--- src/rca_pkg.sv ---
package rca_pkg;
   // register byte addresses on the apb bus
   localparam logic [7:0] ADDR_CTRL_FIRST = 8'h00;
   localparam logic [7:0] ADDR_CTRL_SECOND = 8'h04;
   localparam logic [7:0] ADDR_REF_COUNT = 8'h08;
   localparam logic [7:0] ADDR_OSC_COUNT = 8'h0c;
   localparam logic [7:0] ADDR_STATUS = 8'h10;
   localparam logic [7:0] ADDR_MASK = 8'h14;
   localparam logic [7:0] ADDR_TEST = 8'h18;
   localparam logic [7:0] ADDR_VECTOR = 8'h1c;
   // field positions
   localparam int RUN_BIT = 0;
   localparam int SEL_BIT = 1;
   localparam int MON_BIT = 0;
   localparam int REF_FLAG_BIT = 0;
   localparam int OSC_FLAG_BIT = 1;
   localparam int MODE_W = 4;
   localparam int REF_W = 17;
   localparam int OSC_W = 14;
   // counter limits
   localparam logic [16:0] REF_MAX = 17'h1387f;
   localparam logic [13:0] OSC_MAX = 14'h3fff;
   // converter interrupt vector
   localparam logic [7:0] IRQ_VECTOR = 8'h2f;
   // reset values
   localparam logic [1:0] CTRL_FIRST_RST = 2'h0;
   localparam logic [3:0] MODE_RST = 4'h0;
   localparam logic [1:0] STATUS_RST = 2'h0;
   localparam logic [1:0] MASK_RST = 2'h0;
   // oscillation modes
   localparam logic [3:0] MODE_EXT_FIRST = 4'h0;
   localparam logic [3:0] MODE_REF_RES_FIRST = 4'h1;
   localparam logic [3:0] MODE_SENSOR_FIRST = 4'h2;
   localparam logic [3:0] MODE_COMBINED = 4'h3;
   localparam logic [3:0] MODE_CAP_SENSOR = 4'h4;
   localparam logic [3:0] MODE_REF_RES_SECOND = 4'h5;
   localparam logic [3:0] MODE_SENSOR_SECOND = 4'h6;
   localparam logic [3:0] MODE_EXT_SECOND = 4'h7;
   // pin indices: 0 ref res 1st, 1 sensor res 1st, 2 combined,
   // 3 ref cap 1st, 4 ref res 2nd, 5 sensor res 2nd
   localparam int PIN_N = 6;
endpackage : rca_pkg

--- src/rca_adc_counters.sv ---
`timescale 1ns/10ps
// How it works
// - reference counter counts system clocks, wrapping after 79999.
// - oscillation counter is 14-bit binary on rc clock (external input in modes 0,7), wrapping after 16383.
// - each counter sets its own overflow flag; overflow drives the interrupt.
// - select bit 1 picks reference (0) or oscillation (1) overflow as gate.
// - interrupt vector reads as 02f hex.
// - run bit low stops oscillator pins and freezes both counters.
// - run bit high starts oscillator and counting of both clocks.
// - mode field selects first-channel resistor and capacitor paths.
// - modes 5,6 second channel; 0,7 external clock inputs; 8+ all off.
// - test bit routes the oscillation clock to the monitor pin.
// - counting starts only after the synchronized run signal rises.
// - gate overflow clears run, stops counters and raises interrupt together.
// - two oscillation channels never oscillate at the same time.
module rca_adc_counters (
   input wire logic clk,
   input wire logic srst,
   input wire logic ce,
   input wire logic psel,
   input wire logic penable,
   input wire logic pwrite,
   input wire logic [7:0] paddr,
   input wire logic [31:0] pwdata,
   output logic [31:0] prdata,
   output logic pready,
   output logic pslverr,
   input wire logic rc_oscillation_clock,
   input wire logic external_clock_input_first,
   input wire logic external_clock_input_second,
   output logic reference_resistor_pin_first_o,
   output logic reference_resistor_pin_first_oe,
   output logic sensor_resistor_pin_first_o,
   output logic sensor_resistor_pin_first_oe,
   output logic combined_resistor_pin_o,
   output logic combined_resistor_pin_oe,
   output logic reference_capacitor_pin_first_o,
   output logic reference_capacitor_pin_first_oe,
   output logic reference_resistor_pin_second_o,
   output logic reference_resistor_pin_second_oe,
   output logic sensor_resistor_pin_second_o,
   output logic sensor_resistor_pin_second_oe,
   output logic oscillation_monitor_pin,
   output logic converter_interrupt_request,
   output logic [7:0] converter_interrupt_vector
);
   logic conversion_run_bit_r;
   logic interrupt_source_select_r;
   logic [3:0] oscillation_mode_field_r;
   logic [16:0] time_reference_counter_r;
   logic [13:0] oscillation_counter_r;
   logic [1:0] status_r;
   logic [1:0] status_nxt;
   logic [1:0] mask_r;
   logic monitor_en_r;
   logic count_run_sync_r;
   logic osc_prev_r;
   logic [5:0] pin_o_r;
   logic [5:0] pin_oe_r;
   logic [5:0] pin_oe_nxt;
   logic [5:0] pin_o_nxt;
   logic [31:0] prdata_r;
   logic pready_r;
   logic pslverr_r;
   logic irq_r;
   logic [7:0] vector_r;
   logic mon_r;

   logic xfer_done;
   logic wr_ctrl_first;
   logic wr_ctrl_second;
   logic wr_ref;
   logic wr_osc;
   logic wr_mask;
   logic wr_test;
   logic rd_status;
   logic mapped;
   logic run_active;
   logic osc_level;
   logic osc_rise;
   logic ref_ovf;
   logic osc_ovf;
   logic gate_ovf;

   // apb: one wait state so read data can come straight from a flop
   assign xfer_done = psel && penable && pready_r;
   assign wr_ctrl_first = xfer_done && pwrite
      && paddr == rca_pkg::ADDR_CTRL_FIRST;
   assign wr_ctrl_second = xfer_done && pwrite
      && paddr == rca_pkg::ADDR_CTRL_SECOND;
   assign wr_ref = xfer_done && pwrite && paddr == rca_pkg::ADDR_REF_COUNT;
   assign wr_osc = xfer_done && pwrite && paddr == rca_pkg::ADDR_OSC_COUNT;
   assign wr_mask = xfer_done && pwrite && paddr == rca_pkg::ADDR_MASK;
   assign wr_test = xfer_done && pwrite && paddr == rca_pkg::ADDR_TEST;
   assign rd_status = xfer_done && !pwrite
      && paddr == rca_pkg::ADDR_STATUS;

   always_comb begin
      case (paddr)
         rca_pkg::ADDR_CTRL_FIRST, rca_pkg::ADDR_CTRL_SECOND,
         rca_pkg::ADDR_REF_COUNT, rca_pkg::ADDR_OSC_COUNT,
         rca_pkg::ADDR_STATUS, rca_pkg::ADDR_MASK,
         rca_pkg::ADDR_TEST, rca_pkg::ADDR_VECTOR: mapped = 1'b1;
         default: mapped = 1'b0;
      endcase
   end

   always_ff @(posedge clk) begin
      if (srst) begin
         pready_r <= 1'b0;
         pslverr_r <= 1'b0;
         prdata_r <= 32'h0;
      end else if (ce) begin
         pready_r <= psel && penable && !pready_r;
         pslverr_r <= psel && penable && !pready_r && !mapped;
         if (psel && penable && !pready_r && !pwrite) begin
            case (paddr)
               rca_pkg::ADDR_CTRL_FIRST:
                  prdata_r <= {30'h0, interrupt_source_select_r,
                     conversion_run_bit_r};
               rca_pkg::ADDR_CTRL_SECOND:
                  prdata_r <= {28'h0, oscillation_mode_field_r};
               rca_pkg::ADDR_REF_COUNT:
                  prdata_r <= {15'h0, time_reference_counter_r};
               rca_pkg::ADDR_OSC_COUNT:
                  prdata_r <= {18'h0, oscillation_counter_r};
               rca_pkg::ADDR_STATUS: prdata_r <= {30'h0, status_r};
               rca_pkg::ADDR_MASK: prdata_r <= {30'h0, mask_r};
               rca_pkg::ADDR_TEST: prdata_r <= {31'h0, monitor_en_r};
               rca_pkg::ADDR_VECTOR: prdata_r <= {24'h0, vector_r};
               default: prdata_r <= 32'h0;
            endcase
         end else begin
            prdata_r <= 32'h0;
         end
      end
   end

   // count source: external inputs in modes 0 and 7, rc clock in modes 1 to 6, none in 8+
   always_comb begin
      case (oscillation_mode_field_r)
         rca_pkg::MODE_EXT_FIRST: osc_level = external_clock_input_first;
         rca_pkg::MODE_EXT_SECOND: osc_level = external_clock_input_second;
         rca_pkg::MODE_REF_RES_FIRST, rca_pkg::MODE_SENSOR_FIRST,
         rca_pkg::MODE_COMBINED, rca_pkg::MODE_CAP_SENSOR,
         rca_pkg::MODE_REF_RES_SECOND, rca_pkg::MODE_SENSOR_SECOND:
            osc_level = rc_oscillation_clock && conversion_run_bit_r;
         default: osc_level = 1'b0;
      endcase
   end

   assign run_active = conversion_run_bit_r && count_run_sync_r;
   assign osc_rise = osc_level && !osc_prev_r;
   assign ref_ovf = run_active
      && time_reference_counter_r >= rca_pkg::REF_MAX;
   assign osc_ovf = run_active && osc_rise
      && oscillation_counter_r == rca_pkg::OSC_MAX;
   assign gate_ovf = interrupt_source_select_r ? osc_ovf : ref_ovf;

   // control bits; a software write in the overflow cycle wins so a
   // restart is never swallowed
   always_ff @(posedge clk) begin
      if (srst) begin
         conversion_run_bit_r <= rca_pkg::CTRL_FIRST_RST[rca_pkg::RUN_BIT];
         interrupt_source_select_r <=
            rca_pkg::CTRL_FIRST_RST[rca_pkg::SEL_BIT];
      end else if (ce) begin
         if (wr_ctrl_first) begin
            conversion_run_bit_r <= pwdata[rca_pkg::RUN_BIT];
            interrupt_source_select_r <= pwdata[rca_pkg::SEL_BIT];
         end else if (gate_ovf) begin
            conversion_run_bit_r <= 1'b0;
         end
      end
   end

   always_ff @(posedge clk) begin
      if (srst) begin
         oscillation_mode_field_r <= rca_pkg::MODE_RST;
         mask_r <= rca_pkg::MASK_RST;
         monitor_en_r <= 1'b0;
      end else if (ce) begin
         if (wr_ctrl_second)
            oscillation_mode_field_r <= pwdata[rca_pkg::MODE_W-1:0];
         if (wr_mask)
            mask_r <= pwdata[1:0];
         if (wr_test)
            monitor_en_r <= pwdata[rca_pkg::MON_BIT];
      end
   end

   // run sync lags the run bit one edge so both counters start together
   always_ff @(posedge clk) begin
      if (srst) begin
         count_run_sync_r <= 1'b0;
         osc_prev_r <= 1'b0;
      end else if (ce) begin
         count_run_sync_r <= conversion_run_bit_r && !gate_ovf;
         osc_prev_r <= osc_level;
      end
   end

   always_ff @(posedge clk) begin
      if (srst) begin
         time_reference_counter_r <= 17'h0;
      end else if (ce) begin
         if (wr_ref)
            time_reference_counter_r <= pwdata[rca_pkg::REF_W-1:0];
         else if (ref_ovf)
            time_reference_counter_r <= 17'h0;
         else if (run_active)
            time_reference_counter_r <= time_reference_counter_r + 17'h1;
         // otherwise hold the result for software
      end
   end

   always_ff @(posedge clk) begin
      if (srst) begin
         oscillation_counter_r <= 14'h0;
      end else if (ce) begin
         if (wr_osc)
            oscillation_counter_r <= pwdata[rca_pkg::OSC_W-1:0];
         else if (run_active && osc_rise)
            oscillation_counter_r <= oscillation_counter_r + 14'h1;
      end
   end

   // sticky flags: an overflow in the read cycle survives the clear
   always_comb begin
      status_nxt = rd_status ? 2'h0 : status_r;
      status_nxt[rca_pkg::REF_FLAG_BIT] =
         status_nxt[rca_pkg::REF_FLAG_BIT] | ref_ovf;
      status_nxt[rca_pkg::OSC_FLAG_BIT] =
         status_nxt[rca_pkg::OSC_FLAG_BIT] | osc_ovf;
   end

   always_ff @(posedge clk) begin
      if (srst) begin
         status_r <= rca_pkg::STATUS_RST;
         irq_r <= 1'b0;
         vector_r <= 8'h0;
      end else if (ce) begin
         status_r <= status_nxt;
         irq_r <= |(status_nxt & mask_r);
         vector_r <= rca_pkg::IRQ_VECTOR;
      end
   end

   // pin decode; resistor pin follows the oscillation, capacitor inverted
   always_comb begin
      pin_oe_nxt = 6'h0;
      pin_o_nxt = 6'h0;
      if (conversion_run_bit_r) begin
         case (oscillation_mode_field_r)
            rca_pkg::MODE_REF_RES_FIRST: pin_oe_nxt = 6'h09;
            rca_pkg::MODE_SENSOR_FIRST: pin_oe_nxt = 6'h0a;
            rca_pkg::MODE_COMBINED: pin_oe_nxt = 6'h0c;
            rca_pkg::MODE_CAP_SENSOR: pin_oe_nxt = 6'h05;
            rca_pkg::MODE_REF_RES_SECOND: pin_oe_nxt = 6'h10;
            rca_pkg::MODE_SENSOR_SECOND: pin_oe_nxt = 6'h20;
            default: pin_oe_nxt = 6'h0;
         endcase
         pin_o_nxt = rc_oscillation_clock ? 6'h33 : 6'h0c;
         // combined pin is the resistor side in mode 3, the capacitor in 4
         if (oscillation_mode_field_r == rca_pkg::MODE_COMBINED)
            pin_o_nxt[2] = rc_oscillation_clock;
         pin_o_nxt = pin_o_nxt & pin_oe_nxt;
      end
   end

   always_ff @(posedge clk) begin
      if (srst) begin
         pin_o_r <= 6'h0;
         pin_oe_r <= 6'h0;
         mon_r <= 1'b0;
      end else if (ce) begin
         pin_o_r <= pin_o_nxt;
         pin_oe_r <= pin_oe_nxt;
         mon_r <= monitor_en_r && osc_level;
      end
   end

   assign prdata = prdata_r;
   assign pready = pready_r;
   assign pslverr = pslverr_r;
   assign reference_resistor_pin_first_o = pin_o_r[0];
   assign reference_resistor_pin_first_oe = pin_oe_r[0];
   assign sensor_resistor_pin_first_o = pin_o_r[1];
   assign sensor_resistor_pin_first_oe = pin_oe_r[1];
   assign combined_resistor_pin_o = pin_o_r[2];
   assign combined_resistor_pin_oe = pin_oe_r[2];
   assign reference_capacitor_pin_first_o = pin_o_r[3];
   assign reference_capacitor_pin_first_oe = pin_oe_r[3];
   assign reference_resistor_pin_second_o = pin_o_r[4];
   assign reference_resistor_pin_second_oe = pin_oe_r[4];
   assign sensor_resistor_pin_second_o = pin_o_r[5];
   assign sensor_resistor_pin_second_oe = pin_oe_r[5];
   assign oscillation_monitor_pin = mon_r;
   assign converter_interrupt_request = irq_r;
   assign converter_interrupt_vector = vector_r;
endmodule : rca_adc_counters

--- config.mk ---
export PLATFORM = sky130hd
export DESIGN_NAME = rca_adc_counters
export DESIGN_NICKNAME = d
export VERILOG_FILES = /design/src/rca_pkg.sv /design/src/rca_adc_counters.sv
export SDC_FILE = /design/constraint.sdc
export NUM_CORES = 1
export LEC_CHECK = 0
export BUFFER_PORTS_ARGS = -buffer_cell sky130_fd_sc_hd__clkbuf_2
export CAP_MARGIN = 15
export CORE_MARGIN = 2
export CORE_UTILIZATION = 43
export DETAILED_ROUTE_END_ITERATION = 12
export PLACE_DENSITY = 0.77
export SLEW_MARGIN = 20
export SYNTH_ARGS = -nofsm -noshare
export SYNTH_HDL_FRONTEND = slang
export SYNTH_SLANG_ARGS = --single-unit
--- constraint.sdc ---
create_clock -name clk -period 2.3 [get_ports clk]
set_input_delay 0.46 -clock clk [delete_from_list [all_inputs] [get_ports clk]]
set_output_delay 0.46 -clock clk [all_outputs]
set_load 0.02 [all_outputs]
==> impl_metrics.py <==
metrics = {
    "yosys": {
        "ys.flop_type": "dfxtp_1",
        "synth_cells": 572,
        "synthArstFlopShare_pct": 0,
        "synth_top_area_cell": "dfxtp_1",
        "synth-edff-count": 0,
        "ys_seq_elements": 78,
        "synthTopCellsByArea": "dfxtp_1, a21oi_1, nand2_1",
        "synth.avg_cell_area_sq_um": 7.86,
        "syn_area_sq_um": 4500,
        "ys_seq_area_share_pct": 34.7,
        "yosysWarnings": 0,
        "synth_top_area_share_pct": 34.7,
        "synth_cell_types": 70,
    },
    "route": {
        "vias_per_cell": 5.91,
        "antenna_left": 0,
        "firstDrtPassIters": 5,
        "dr_total_vias": 4735,
        "wl_per_cell_um": 16.9,
        "routed_wl_um": 13600,
        "drt_iter0_drc": 464,
        "drc": 0,
    },
    "critical_path": {
        "endpoint": "oscillation_counter_r[0]$_SDFFE_PP0P_",
        "rr_startpoint": "oscillation_mode_field_r[1]$_SDFFE_PP0P_",
        "crit_buf_inv": 1,
        "crit_fanout": 11,
        "max_stage_delay_ns": 0.43,
        "r2r-end": "oscillation_counter_r[0]$_SDFFE_PP0P_",
        "crit_type": "register to register",
        "cp_cell_sequence": "or2_2, o2111ai_1, a21o_1, buf_4, nor3_1, o21ai_0, a21oi_1",
        "worst-path-stages": 7,
        "reg2regPathDepth": 7,
        "startpoint": "oscillation_mode_field_r[1]$_SDFFE_PP0P_",
        "crit_family": "compound AO/OA/AOI/OAI gates",
        "cp_data_arrival_time_ns": 2.39,
        "worstSetupEndpointType": "register",
        "required_ns": 2.53,
        "cp_slowest_cell": "dfxtp_1",
        "cp-start-kind": "register",
        "reg2reg_setup_slack_ns": 0.15,
    },
    "clock_network": {
        "holdBufCountCts": 0,
        "clk_pin_slew_ns": 0.08,
        "numCtsBuffers": 9,
        "cts.sinks": 78,
        "cts_root_buf": "clkbuf_8",
        "clk_path_buf_depth": 2,
        "clk_latency_ns": 0.36,
        "cts_tree": "done",
        "h-tree-depth": 3,
        "post-cts-setup-buffers": 0,
        "ctsResizeCount": 0,
    },
    "cells_and_area": {
        "regArea_sq_um": 1560,
        "fin_nets": 711,
        "diodes": 0,
        "final_common_cell": "dfxtp_1",
        "drive_gt1_share_pct": 23.8,
        "multi_input_area_sq_um": 2590,
        "postLayoutCoreUtil_pct": 52.5,
        "fillers": 1007,
        "syn2layout_area_growth_pct": 19.6,
        "layout_common_cells": "dfxtp_1, clkbuf_2, nand2_1",
    },
    "die": {
        "die_h_um": 106,
        "ios": 105,
        "start_util_pct": 44.0,
        "core_sq_um": 10200,
        "rows": 37,
        "die_w_um": 106,
        "fp.dieArea_sq_um": 11300,
    },
    "timing": {
        "slew_headroom_pct": 58.8,
        "timing.fmax_mhz": 464,
        "final_max_slew_viol_count": 0,
        "fin_crit_sh_pct": 93.6,
        "setup_viol": 0,
        "hold_violations": 0,
        "rsz0062_at_grt": "true",
        "whs_ns": 0.378,
        "fin_ws_ns": 0.147,
        "worst_pin_slew_ns": 0.617,
        "skew_ns": 0.00861,
        "fin_crit_ns": 2.15,
    },
    "power": {
        "p_seq_share_pct": 51.5,
        "ir_drop_mv": 0.204,
        "clockPowerShare_pct": 40.8,
        "powerDensity_nw_per_um2": 490,
        "power.leakage_uw": 0.00216,
        "p_int_uw": 1950,
        "netSwitchingFraction_pct": 26.0,
        "power_switching_uw": 684,
        "p_comb_share_pct": 7.6,
    },
    "global_route": {
        "antenna_found_initial": 0,
        "grt_max_degree": 79,
        "grt_pass1_vias": 4433,
        "overflow": 0,
        "grt_pass1_wl_um": 21900,
        "grt_usage_pct": 24.2,
    },
    "outcome": {
        "outcome": "finished, final reports clean",
    },
    "run": {
        "cap_violations": 0,
    },
    "placement": {
        "io_buffers": 71,
        "dpl.hpwl_um": 9930,
        "post-place-ws_ns": -0.0453,
        "place_congestion": 0.915,
    },
    "worst_hold_path": {
        "hold_path_class": "input pin to register",
    },
}
==> worst register-to-register path: stages (launching register included) <==
cell and delay (ns):
dfxtp_1 0.43, or2_2 0.34, o2111ai_1 0.34, a21o_1 0.34
buf_4 0.17, nor3_1 0.04, o21ai_0 0.27, a21oi_1 0.12
==> power groups by stage <==
stage	sequential (uW)	clock, uW	combinational, uW
floorplan	1390	0	138
global placement	1390	0	195
detailed placement	1390	0	197
CTS	1360	1080	198
global route	1360	1150	216
finish	1360	1080	201
==> state kept, by name, indices dropped and copies added, names as in the netlist <==
signal,cells
pslverr,1
osc_prev_r,1
oscillation_monitor_pin,1
interrupt_source_select_r,1
pin_oe_r,6
converter_interrupt_request,1
oscillation_mode_field_r,4
status_r,2
time_reference_counter_r,17
converter_interrupt_vector,1
oscillation_counter_r,14
monitor_en_r,1
mask_r,2
prdata,17
count_run_sync_r,1
pin_o_r,6
conversion_run_bit_r,1
pready,1
==> metal layers <==
layer  routed length (um)  GRT usage, %  vias up
li1                     -             -     2231
met1                 5990          32.5     2285
met2                 6460          39.9      200
met3                  900          4.48       19
met4                  214          6.48        0
met5                    0             0        -
==> Yosys cell counts, types with 7 or more instances <==
library cell and n:
nor2_1 54, a22oi_1 18, buf_2 9, nor3_1 20, nand4_1 13, buf_4 28, nor2b_1 9, clkbuf_1 20
nand3_1 26, o21ai_0 24, nand2_1 62, mux2i_1 17, nor4_1 8, a211oi_1 7, and3_1 8, dfxtp_1 78
a21oi_1 49, inv_1 12, and2_1 7
==> logic make-up (layout without fill, tap and decap cells) <==
| logic type | Yosys count | after routing | share of synthesized area [%] |
|---|---|---|---|
| flip-flops | 78 | 78 | 34.7 |
| AND/OR/NAND/NOR | 239 | 239 | 27.7 |
| other | 1 | 18 | 0.0834 |
| XOR/XNOR | 1 | 1 | 0.195 |
| buffers and inverters | 76 | 152 | 8.99 |
| multiplexers | 21 | 21 | 5.04 |
| adder cells (fa/ha/maj) | 2 | 2 | 0.556 |
| AO/OA/AOI/OAI | 154 | 154 | 22.7 |
==> worst min-delay path by stage <==
stage | startpoint | to | slack [ns] | depth (start not counted)
final | pwdata[14] | time_reference_counter_r[14]$_SDFFE_PP0P_ | 0.38 | 3
after global routing | pwdata[14] | time_reference_counter_r[14]$_SDFFE_PP0P_ | 0.39 | 3
after CTS | pwdata[14] | time_reference_counter_r[14]$_SDFFE_PP0P_ | 0.37 | 3
after detailed placement | prdata[3]$_SDFFE_PP0P_ | prdata[3]$_SDFFE_PP0P_ | 0.45 | 2
after global placement | pin_oe_r[0]$_SDFFE_PP0P_ | pin_oe_r[0]$_SDFFE_PP0P_ | 0.45 | 2
after floorplan | oscillation_counter_r[10]$_SDFFE_PP0P_ | prdata[10]$_SDFFE_PP0P_ | 0.44 | 2
==> stage by stage <==
stage / cells / setup TNS (ns) / total power, uW / instance area (sq um)
2_1_floorplan: 589 / 0 / 1530 / 4560
3_3_place_gp: 785 / 0 / 1580 / 5170
3_5_place_dp: 785 / -0.160 / 1590 / 5170
4_1_cts: 801 / 0 / 2640 / 5380
5_1_grt: 801 / -0.00870 / 2720 / 5380
6_report: 801 / 0 / 2630 / 5380
==> layout make-up <==
type | count | share of cell area, %
multi-input cells | 435 | 48.3
flip-flops and latches | 78 | 29.1
repair buffers | 124 | 14.9
well taps | 136 | 3.16
clock buffers | 12 | 2.70
clock inverters | 4 | 1.02
inverters | 12 | 0.838
Note: power is estimated with default switching activity, not from simulation.
